<file path="src/rtl/rrx_map.svh">
// Overview of operation
// - irq return pops the stack into the program counter; one word, two cycles.
// - irq return also sets global irq enable, bit 7 of interrupt control.
// - subroutine return pops stack into program counter, two cycles, flags untouched.
// - literal return writes its 8-bit literal into the working register.
// - literal return also loads program counter from stack top; two cycles.
// - rotate left shifts addressed file register one place left through carry.
// - destination bit 0 writes working register, 1 writes back the file register.
`ifndef RRX_MAP_SVH
`define RRX_MAP_SVH
`define RRX_GLOBAL_IRQ_ENABLE_POS 7
`define RRX_WREG_RESET 8'h00
`define RRX_CARRY_RESET 1'b0
`define RRX_IRQ_CTRL_RESET 8'h00
`define RRX_RET_CYCLES 2
`define RRX_ROT_CYCLES 1
`define RRX_OPC_IRQ_RET 14'h0009
`define RRX_OPC_SUB_RET 14'h0008
`define RRX_OPC_LIT_RET 6'h34
`define RRX_OPC_ROT_LEFT 6'h0d
`define RRX_STACK_DEPTH 16
`endif

</file>
<file path="src/rtl/rrx_pkg.sv">
package rrx_pkg;
    typedef enum logic [1:0] {
        RRX_NONE,
        RRX_IRQ_RET,
        RRX_SUB_RET,
        RRX_LIT_RET
    } rrx_ret_t;
    // one register-file write request
    typedef struct packed {
        logic wr;
        logic [6:0] addr;
        logic [7:0] data;
    } rrx_fwr_t;
    typedef enum logic {
        RRX_S_EXEC,
        RRX_S_FLUSH
    } rrx_state_t;
endpackage

</file>
<file path="src/rtl/rrx_exec.sv">
`timescale 1ns/100ps
`include "rrx_map.svh"
// executes the three returns and rotate-left-through-carry
module rrx_exec
    import rrx_pkg::*;
#(
    parameter int PCW = 15
) (
    input wire logic clk_i,
    input wire logic reset_i,
    input wire logic instr_valid_i,
    input wire logic [13:0] instr_i,
    input wire logic [7:0] file_rdata_i,
    input wire logic push_i,
    input wire logic [PCW-1:0] push_addr_i,
    output logic [PCW-1:0] pc_o,
    output logic pc_load_o,
    output logic [7:0] wreg_o,
    output logic carry_o,
    output logic [7:0] interrupt_control_reg_o,
    output rrx_fwr_t file_wr_o,
    output logic busy_o
);
    // architectural state and the registered outputs
    rrx_state_t state_r;
    logic [PCW-1:0] top;
    // top is the stack's registered output; it moves only on a push or a pop
    logic carry_r;
    logic [7:0] wreg_r;
    logic [7:0] interrupt_control_reg_r;
    rrx_fwr_t fwr_r;
    logic [PCW-1:0] pc_r;
    logic pc_load_r;
    logic busy_r;

    // opcode field compare, shared by the two instructions that carry an operand
    function automatic logic rrx_op_hit(input logic [13:0] word, input logic [5:0] code);
        return word[13:8] == code;
    endfunction

    // nine-bit left rotate: carry out on top, old carry enters at bit 0
    function automatic logic [8:0] rrx_rotl(input logic [7:0] val, input logic cin);
        return {val, cin};
    endfunction

    // decode; the flush cycle ignores the prefetched word
    wire logic go = instr_valid_i && state_r == RRX_S_EXEC;
    wire logic is_irq_ret = go && instr_i == `RRX_OPC_IRQ_RET;
    wire logic is_sub_ret = go && instr_i == `RRX_OPC_SUB_RET;
    wire logic is_lit_ret = go && rrx_op_hit(instr_i, `RRX_OPC_LIT_RET);
    wire logic is_rot = go && rrx_op_hit(instr_i, `RRX_OPC_ROT_LEFT);
    wire logic is_ret = is_irq_ret || is_sub_ret || is_lit_ret;
    wire logic rot_dest = instr_i[7];
    wire logic [6:0] rot_addr = instr_i[6:0];
    wire logic [7:0] lit_val = instr_i[7:0];

    // rotate datapath; the carry lives here, so nothing else in the core moves it
    wire logic [8:0] rot_full = rrx_rotl(file_rdata_i, carry_r);
    wire logic [7:0] rot_res = rot_full[7:0];
    wire logic rot_cout = rot_full[8];

    // a push in the same cycle as a return wins and the pop is dropped;
    // the core must not stack a call on top of a return
    rrx_stack #(
        .DEPTH(`RRX_STACK_DEPTH),
        .AW(PCW)
    ) u_stack (
        .clk_i(clk_i),
        .reset_i(reset_i),
        .push_i(push_i),
        .push_addr_i(push_addr_i),
        .pop_i(is_ret),
        .top_o(top)
    );

    // returns take an extra flush cycle, giving two in total; busy marks it
    always_ff @(posedge clk_i) begin
        if (reset_i) begin
            state_r <= RRX_S_EXEC;
            busy_r <= 1'b0;
        end else begin
            busy_r <= is_ret;
            unique case (state_r)
                RRX_S_EXEC: if (is_ret) state_r <= RRX_S_FLUSH;
                RRX_S_FLUSH: state_r <= RRX_S_EXEC;
            endcase
        end
    end

    // program counter taken from stack top before the pop lands
    always_ff @(posedge clk_i) begin
        if (reset_i) begin
            pc_r <= '0;
            pc_load_r <= 1'b0;
        end else begin
            pc_load_r <= is_ret;
            if (is_ret) pc_r <= top;
        end
    end

    // working register and carry; a literal return and a rotate never meet
    always_ff @(posedge clk_i) begin
        if (reset_i) begin
            wreg_r <= `RRX_WREG_RESET;
            carry_r <= `RRX_CARRY_RESET;
        end else begin
            if (is_lit_ret) wreg_r <= lit_val;
            else if (is_rot && !rot_dest) wreg_r <= rot_res;
            if (is_rot) carry_r <= rot_cout;
        end
    end

    // global irq enable is only ever set here; only reset clears it, also in this block
    always_ff @(posedge clk_i) begin
        if (reset_i) begin
            interrupt_control_reg_r <= `RRX_IRQ_CTRL_RESET;
        end else if (is_irq_ret) begin
            interrupt_control_reg_r[`RRX_GLOBAL_IRQ_ENABLE_POS] <= 1'b1;
        end
    end

    // file write only when destination bit is one; address and data ride along
    always_ff @(posedge clk_i) begin
        if (reset_i) begin
            fwr_r <= '0;
        end else begin
            fwr_r.wr <= is_rot && rot_dest;
            fwr_r.addr <= rot_addr;
            fwr_r.data <= rot_res;
        end
    end

    // every output is a plain register copy
    assign pc_o = pc_r;
    assign pc_load_o = pc_load_r;
    assign wreg_o = wreg_r;
    assign carry_o = carry_r;
    assign interrupt_control_reg_o = interrupt_control_reg_r;
    assign file_wr_o = fwr_r;
    assign busy_o = busy_r;

    // checks on the return path
    // a return loads pc from the entry that was on top when it was taken
    a_ret_pc_load: assert property (@(posedge clk_i) disable iff (reset_i)
        is_ret |=> pc_load_o && pc_o == $past(top))
        else $error("return did not load pc from stack top");

    // exactly one busy cycle follows every return
    a_ret_two_cyc: assert property (@(posedge clk_i) disable iff (reset_i)
        is_ret |=> busy_o ##1 !busy_o)
        else $error("return not two cycles");

    // irq return turns the global irq enable on
    a_irq_en_set: assert property (@(posedge clk_i) disable iff (reset_i)
        is_irq_ret |=> interrupt_control_reg_o[`RRX_GLOBAL_IRQ_ENABLE_POS])
        else $error("global irq enable not set");

    // nothing but an irq return may raise the enable
    a_irq_en_source: assert property (@(posedge clk_i) disable iff (reset_i)
        $rose(interrupt_control_reg_o[`RRX_GLOBAL_IRQ_ENABLE_POS]) |-> $past(is_irq_ret))
        else $error("global irq enable raised without irq return");

    // subroutine return leaves carry and working register alone
    a_sub_ret_flags: assert property (@(posedge clk_i) disable iff (reset_i)
        is_sub_ret |=> $stable(carry_o) && $stable(wreg_o))
        else $error("subroutine return changed state");

    // subroutine return neither writes a file register nor enables irqs
    a_sub_no_wr: assert property (@(posedge clk_i) disable iff (reset_i)
        is_sub_ret |=> !file_wr_o.wr && $stable(interrupt_control_reg_o))
        else $error("subroutine return wrote state");

    // literal lands in the working register one cycle after the return
    a_lit_wreg: assert property (@(posedge clk_i) disable iff (reset_i)
        is_lit_ret |=> wreg_o == $past(instr_i[7:0]))
        else $error("literal not loaded");

    // literal return loads pc and frees the core after its second cycle
    a_lit_pc: assert property (@(posedge clk_i) disable iff (reset_i)
        is_lit_ret |=> pc_load_o ##1 !busy_o)
        else $error("literal return pc load missing");

    // literal return must not touch the irq enable
    a_lit_irq_kept: assert property (@(posedge clk_i) disable iff (reset_i)
        is_lit_ret |=> $stable(interrupt_control_reg_o))
        else $error("literal return changed irq control");

    // the other returns keep the carry and write no file register
    a_ret_no_carry: assert property (@(posedge clk_i) disable iff (reset_i)
        is_irq_ret || is_lit_ret |=> $stable(carry_o) && !file_wr_o.wr)
        else $error("return changed carry or wrote a file register");

    // a word offered in the flush cycle leaves no trace
    a_busy_ignored: assert property (@(posedge clk_i) disable iff (reset_i)
        busy_o && instr_valid_i |=> !pc_load_o && !file_wr_o.wr
            && $stable(wreg_o) && $stable(carry_o))
        else $error("instruction taken in flush cycle");

    // checks on the rotate path
    // rotate to the file register carries old carry into bit 0
    a_rot_result: assert property (@(posedge clk_i) disable iff (reset_i)
        is_rot && rot_dest |=> file_wr_o.wr
            && file_wr_o.data == {$past(file_rdata_i[6:0]), $past(carry_r)})
        else $error("rotate result wrong");

    // rotate to the working register writes no file register
    a_rot_dest_w: assert property (@(posedge clk_i) disable iff (reset_i)
        is_rot && !rot_dest |=> !file_wr_o.wr
            && wreg_o == {$past(file_rdata_i[6:0]), $past(carry_o)})
        else $error("rotate to working register wrong");

    // old bit 7 becomes carry, irq control untouched
    a_rot_carry: assert property (@(posedge clk_i) disable iff (reset_i)
        is_rot |=> carry_o == $past(file_rdata_i[7]) && $stable(interrupt_control_reg_o))
        else $error("rotate carry wrong");

    // rotate is a single cycle and never moves the program counter
    a_rot_one_cyc: assert property (@(posedge clk_i) disable iff (reset_i)
        is_rot |=> !pc_load_o && !busy_o)
        else $error("rotate took a return cycle");

    // write-back goes to the addressed register and keeps the working register
    a_rot_file_addr: assert property (@(posedge clk_i) disable iff (reset_i)
        is_rot && rot_dest |=> file_wr_o.addr == $past(instr_i[6:0]) && $stable(wreg_o))
        else $error("rotate write-back address or working register wrong");
endmodule

</file>
<file path="src/rtl/rrx_stack.sv">
`timescale 1ns/100ps
`include "rrx_map.svh"
// small hardware call stack; top of stack is held in a register
module rrx_stack #(
    parameter int DEPTH = `RRX_STACK_DEPTH,
    parameter int AW = 15
) (
    input wire logic clk_i,
    input wire logic reset_i,
    input wire logic push_i,
    input wire logic [AW-1:0] push_addr_i,
    input wire logic pop_i,
    output logic [AW-1:0] top_o
);
    logic [AW-1:0] mem_r [DEPTH];
    logic [$clog2(DEPTH)-1:0] ptr_r;
    logic [$clog2(DEPTH)-1:0] ptr_nxt;
    logic [$clog2(DEPTH)-1:0] ptr_dn;

    // the stack wraps silently on overflow, as a circular buffer
    assign ptr_nxt = ptr_r + 1'b1;
    assign ptr_dn = ptr_r - 1'b1;

    always_ff @(posedge clk_i) begin
        if (reset_i) begin
            ptr_r <= '0;
            top_o <= '0;
        end else if (push_i) begin
            mem_r[ptr_nxt] <= push_addr_i;
            ptr_r <= ptr_nxt;
            top_o <= push_addr_i;
        end else if (pop_i) begin
            ptr_r <= ptr_dn;
            top_o <= mem_r[ptr_dn];
        end
    end
endmodule

</file>
<file path="config.mk">
export PLATFORM = sky130hd
export DESIGN_NAME = rrx_exec
export DESIGN_NICKNAME = d
export VERILOG_FILES = /design/src/rtl/rrx_pkg.sv /design/src/rtl/rrx_exec.sv /design/src/rtl/rrx_stack.sv
export VERILOG_INCLUDE_DIRS = /design/src /design/src/rtl
export SDC_FILE = /design/constraint.sdc
export NUM_CORES = 1
export LEC_CHECK = 0
export BUFFER_PORTS_ARGS = -buffer_cell sky130_fd_sc_hd__buf_4
export CELL_PAD_IN_SITES_DETAIL_PLACEMENT = 1
export CELL_PAD_IN_SITES_GLOBAL_PLACEMENT = 2
export CORE_MARGIN = 2
export CORE_UTILIZATION = 40
export DETAILED_ROUTE_END_ITERATION = 10
export PLACE_DENSITY = 0.82
export SYNTH_ARGS = -nofsm -noshare
export SYNTH_HDL_FRONTEND = slang
export SYNTH_HIERARCHICAL = 1
export SYNTH_SLANG_ARGS = --single-unit
</file>
<file path="constraint.sdc">
create_clock -name clk_i -period 3 [get_ports clk_i]
set_input_delay 0.3 -clock clk_i [delete_from_list [all_inputs] [get_ports clk_i]]
set_output_delay 0.3 -clock clk_i [all_outputs]
set_load 0.03 [all_outputs]
</file>
== Yosys cells after proc, flatten, opt, wreduce, memory -nomap -nowiden ==
Memory sizes are Yosys's and may differ from the RTL's.
Cells that the tools add are included.
Storage, ports and cells
  register bits: 62
  RAM bits: 240
  input port bits: 41
  output and inout bits: 50
  logic and storage cells: 42
  memories: 1
Memories
  u_stack.mem_r: depth 16, bits a word 15, rd ports 1, clocked after memory_dff 0, write ports 1, line rrx_stack.sv:15  | logic [AW-1:0] mem_r [DEPTH];
Operators by class
  add/sub/neg operators: 2
  equality and inequality tests: 4
  mux-type cells: 11
  bitwise operators: 1
  reduce and logical (&&, ||, !) cells: 12
Operators with widths (count)
  $mux W15: 2
  $eq A14 B4 Y1 const B: 2
  $mux W8: 2
  $mux W4: 2
  $logic_and A1 B1 Y1: 7
  $eq A6 B4 Y1 const B: 1
  $eq A6 B6 Y1 const B: 1
  $add A4 B1 Y4 const B: 1
  $mux W1: 4
  $reduce_bool A2 Y1: 2
  $sub A4 B1 Y4 const B: 1
  $logic_or A1 B1 Y1: 2
  $pmux W1 S2: 1
  $logic_not A1 Y1: 1
  $not A1 Y1: 1

== Longest topological paths before layout ==
  depth in word-level cells: 7
  depth in mapped cells: 10
  mapped depth without buffers: 7

== Hierarchy ==
Netlist, hierarchy kept.
Modules (own cells, without submodules)
  rrx_stack: times used 1, cells each 507, area an instance 10333.7 µm², seq. area each 7587.3 µm²
  rrx_exec: times used 1, cells each 173, area an instance 1760.4 µm², seq. area each 860.8 µm²

== Least setup slack after synthesis ==
No wires, ideal clock.
  path type: register to register
  from: register u_stack.ptr_r[0]
  to: register u_stack.top_o[0]
  library setup time: 145 ps
  arrival time: 2375 ps
  required time: 2855 ps
  slack: 480 ps
  stages on the path, launching flop included: 11
  buffers on the path: 4
  period minus slack after synthesis: 2520 ps
  cells stage by stage: dfxtp_1 > buf_6 > buf_4 > inv_1 > ha_1 > buf_2 > buf_2 > mux4_2 > mux2_2 > a2bb2oi_1 > a221oi_2
Between the ends
  word-level cells in the longest chain between the ends: 4
RTL lines
  start, declared: line rrx_stack.sv:16  | logic [$clog2(DEPTH)-1:0] ptr_r;
  start signal, assigned: line rrx_stack.sv:30  | ptr_r <= ptr_nxt;
  start signal, assigned: line rrx_stack.sv:33  | ptr_r <= ptr_dn;
  $sub A4 B1 Y4: line rrx_stack.sv:22  | assign ptr_dn = ptr_r - 1'b1;
  $mem_v2 Z16 W15
  $mux W15: line rrx_stack.sv:32  | end else if (pop_i) begin
  $mux W15: line rrx_stack.sv:28  | end else if (push_i) begin
  end signal, assigned: line rrx_stack.sv:31  | top_o <= push_addr_i;
  end signal, assigned: line rrx_stack.sv:34  | top_o <= mem_r[ptr_dn];
  end, declared: line rrx_stack.sv:13  | output logic [AW-1:0] top_o
Every way passes these cells. The select of a mux whose other input is x is not followed.
A chain may end at the register's enable or synchronous reset.

== Worst setup path in the final report ==
  from: register u_stack.ptr_r[0]
  to: register u_stack.top_o[5]
Same word-level chain as after synthesis.

==> impl_metrics.env <==
export IMPL_crit_path_start="u_stack/ptr_r[0]"
export IMPL_path_buf_inv=2
export IMPL_wl_met2_microns=13000
export IMPL_overflow=0
export IMPL_r2r_slack_ps=470
export IMPL_num_rows=63
export IMPL_vias=6407
export IMPL_grt_max_degree=51
export IMPL_multi_input_area_sq_mm=0.00337
export IMPL_cts_buffers=34
export IMPL_layout_common_cells="edfxtp_1, buf_4, dfxtp_1, mux4_2, mux2i_1"
export IMPL_maxSlewHeadroom=0.447
export IMPL_p_leak_uw=0.00484
export IMPL_die_y_microns=178
export IMPL_r2r_end="u_stack/top_o[5]"
export IMPL_dieWidth_microns=178
export IMPL_hold_ws_ps=12.3
export IMPL_area_growth_pct=18.6
export IMPL_ioPinCount=91
export IMPL_grt_usage=0.179
export IMPL_min_period_ps=2530
export IMPL_crit_path_start_kind="flip-flop"
export IMPL_worst_slew_pin_slew_ps=827
export IMPL_synth_avg_cell_area_sq_um=17.8
export IMPL_globalplace_congestion=0.784
export IMPL_worstPathArrival_ps=2900
export IMPL_setup_violations=0
export IMPL_wl_met3_microns=1740
export IMPL_end_kind="flip-flop"
export IMPL_first_pass_iters=5
export IMPL_synth_top_area_frac=0.596
export IMPL_place_inst=1145
export IMPL_drive_gt1_frac=0.308
export IMPL_cts_tree="yes"
export IMPL_critPathMaxFanout=26
export IMPL_postLayoutCoreUtil=0.483
export IMPL_async_flop_share=0
export IMPL_synth_simple_gate_area_frac=0.0629
export IMPL_ant_nets=0
export IMPL_wl_per_cell_microns=22.8
export IMPL_ys_types=54
export IMPL_ys_warn_count=6
export IMPL_ys_seq_elements=302
export IMPL_grt_antenna_before_repair=0
export IMPL_netlist_area_sq_mm=0.0121
export IMPL_htreeDepth=2
export IMPL_path_depth=7
export IMPL_hold_violations=0
export IMPL_timing_rr_start="u_stack/ptr_r[0]"
export IMPL_status="completed"
export IMPL_finClkSkew_ps=18.1
export IMPL_clk_insertion_delay_late_ps=520
export IMPL_worstPathCellList="inv_1 -> ha_2 -> buf_12 -> mux4_2 -> mux2i_1 -> a2bb2oi_1 -> a221oi_2"
export IMPL_rsz0062_at_grt="no"
export IMPL_clock_sinks=302
export IMPL_hold_path_class="primary input to flip-flop"
export IMPL_drtIter0Drc=497
export IMPL_initial_core_util=0.407
export IMPL_finalPower_uw=9610
export IMPL_cp_required_ps=3370
export IMPL_yosysSeqAreaShare=0.699
export IMPL_m1WireLength_microns=12300
export IMPL_ctsResizeCount=0
export IMPL_path_class="flip-flop to flip-flop"
export IMPL_layout_commonest_cell="edfxtp_1"
export IMPL_grt_pass1_vias=6798
export IMPL_drc=0
export IMPL_synth_compound_area_share=0.0471
export IMPL_min_period_over_period=0.845
export IMPL_synthCells=680
export IMPL_layoutNonFillerInstCount=1206
export IMPL_final_nets=838
export IMPL_dieArea_sq_mm=0.0316
export IMPL_synth_top_cells_by_area="edfxtp_1, mux4_2, dfxtp_1"
export IMPL_seqCellArea_sq_mm=0.00845
export IMPL_clockBufferDepth=3
export IMPL_via_per_inst=5.31
export IMPL_wl_microns=27500
export IMPL_final_max_slew_viol_count=0
export IMPL_synth_xor_area_share=0.00290
export IMPL_clockRootBuffer="clkbuf_16"
export IMPL_diodes=0
export IMPL_max_freq_mhz=394
export IMPL_critPathTopFamily="multiplexers"
export IMPL_hold_buffers=0
export IMPL_crit_slowest_cell="dfxtp_4"
export IMPL_p_per_area_mw_per_mm2=670
export IMPL_n_fill_cell=2825
export IMPL_synth_top_flop_cell="edfxtp_1"
export IMPL_cts_clk_slew_worst_paths_ps=60
export IMPL_synth_edf_count=240
export IMPL_reg2regPathDepth=7
export IMPL_postCtsSetupRepairBufs=0
export IMPL_synthAdderAreaFrac=0.00621
export IMPL_critPathMaxStageDelay_ps=510
export IMPL_synth_area_mux_share=0.155
export IMPL_crit_end="u_stack/top_o[5]"
export IMPL_maxCapViolCount=0
export IMPL_grt_pass1_wl_microns=42000
export IMPL_dp_hpwl_microns=17400
export IMPL_fin_setup_tns_ps=0
export IMPL_synth_largest_area_cell="edfxtp_1"
export IMPL_io_buffers=83
export IMPL_synth_top_family_by_area="multiplexers"
export IMPL_highest_layer="met4"
export IMPL_ir_drop_uv=520
export IMPL_core_area_sq_mm=0.0297
[registers in the layout, summed over array words and instances (netlist names)]
signal                   flops
pc_o                        15
pc_load_o                    1
carry_o                      1
interrupt_control_reg_o      1
state_r                      1
wreg_o                       8
u_stack/top_o               15
u_stack/mem_r              240
file_wr_o                   16
u_stack/ptr_r                4
[power by group]
group          internal [uW]  total (uW)  switching, uW  leakage [uW]
Combinational            398         890            491       0.00163
Clock                   2490        4120           1630      0.000542
Sequential              4570        4600           29.8       0.00267
[worst min path at each step]
stage | from | end | slack [ps] | cells after the start
2_1_floorplan | push_addr_i[0] | u_stack/mem_r[0][0] | 400 | 0
3_3_place_gp | u_stack/top_o[13] | pc_o[13] | 460 | 2
3_5_place_dp | pc_o[0] | pc_o[0] | 470 | 2
4_1_cts | file_rdata_i[4] | file_wr_o[5] | 0.6 | 2
5_1_grt | file_rdata_i[3] | file_wr_o[4] | 20 | 2
6_report | file_rdata_i[5] | file_wr_o[6] | 10 | 2
[metal layers]
metal	track usage	vias to the layer above
li1	-	2882
met1	0.254	3283
met2	0.287	209
met3	0.0334	33
met4	0.0444	0
met5	0	-
[layout make-up]
type / count / area share
timing repair buffer: 113 / 0.0617
sequential: 302 / 0.589
clock buffer: 40 / 0.0623
tap: 390 / 0.0340
inverter: 10 / 0.00262
multi-input combinational: 330 / 0.235
clock inverter: 21 / 0.0155
[cell families (layout without fill, tap and decap cells)]
kind of cell	count (synthesis)	in the layout
simple gates	132	132
fa+ha+maj	6	6
other cells	1	7
compound gates	69	69
buf+inv	54	184
mux	112	112
xor+xnor	4	4
flops	302	302
[per-stage QoR]
| step | cell area, sq um | setup WS [ps] |
|---|---|---|
| after floorplan | 12100 | 480 |
| after global placement | 13200 | 556 |
| after detailed placement | 13200 | 494 |
| after CTS | 14300 | 490 |
| after global routing | 14300 | 222 |
| final | 14300 | 465 |
[cells in the mapped netlist (5+ instances only)]
cell      instances
inv_1             9
buf_2             9
o22a_1            8
mux4_2           60
a211oi_1          8
mux2i_1          45
nor3b_1           9
nor2b_1          20
buf_4            11
edfxtp_1        240
ha_1              6
buf_6             5
mux2_2            7
dfxtp_1          62
nor2_1           33
nand2b_1         32
a221oi_2          7
nand2_1          11
o21ai_0           6
clkbuf_1         13
a21oi_1          18
(Power assumes the default switching activity.)
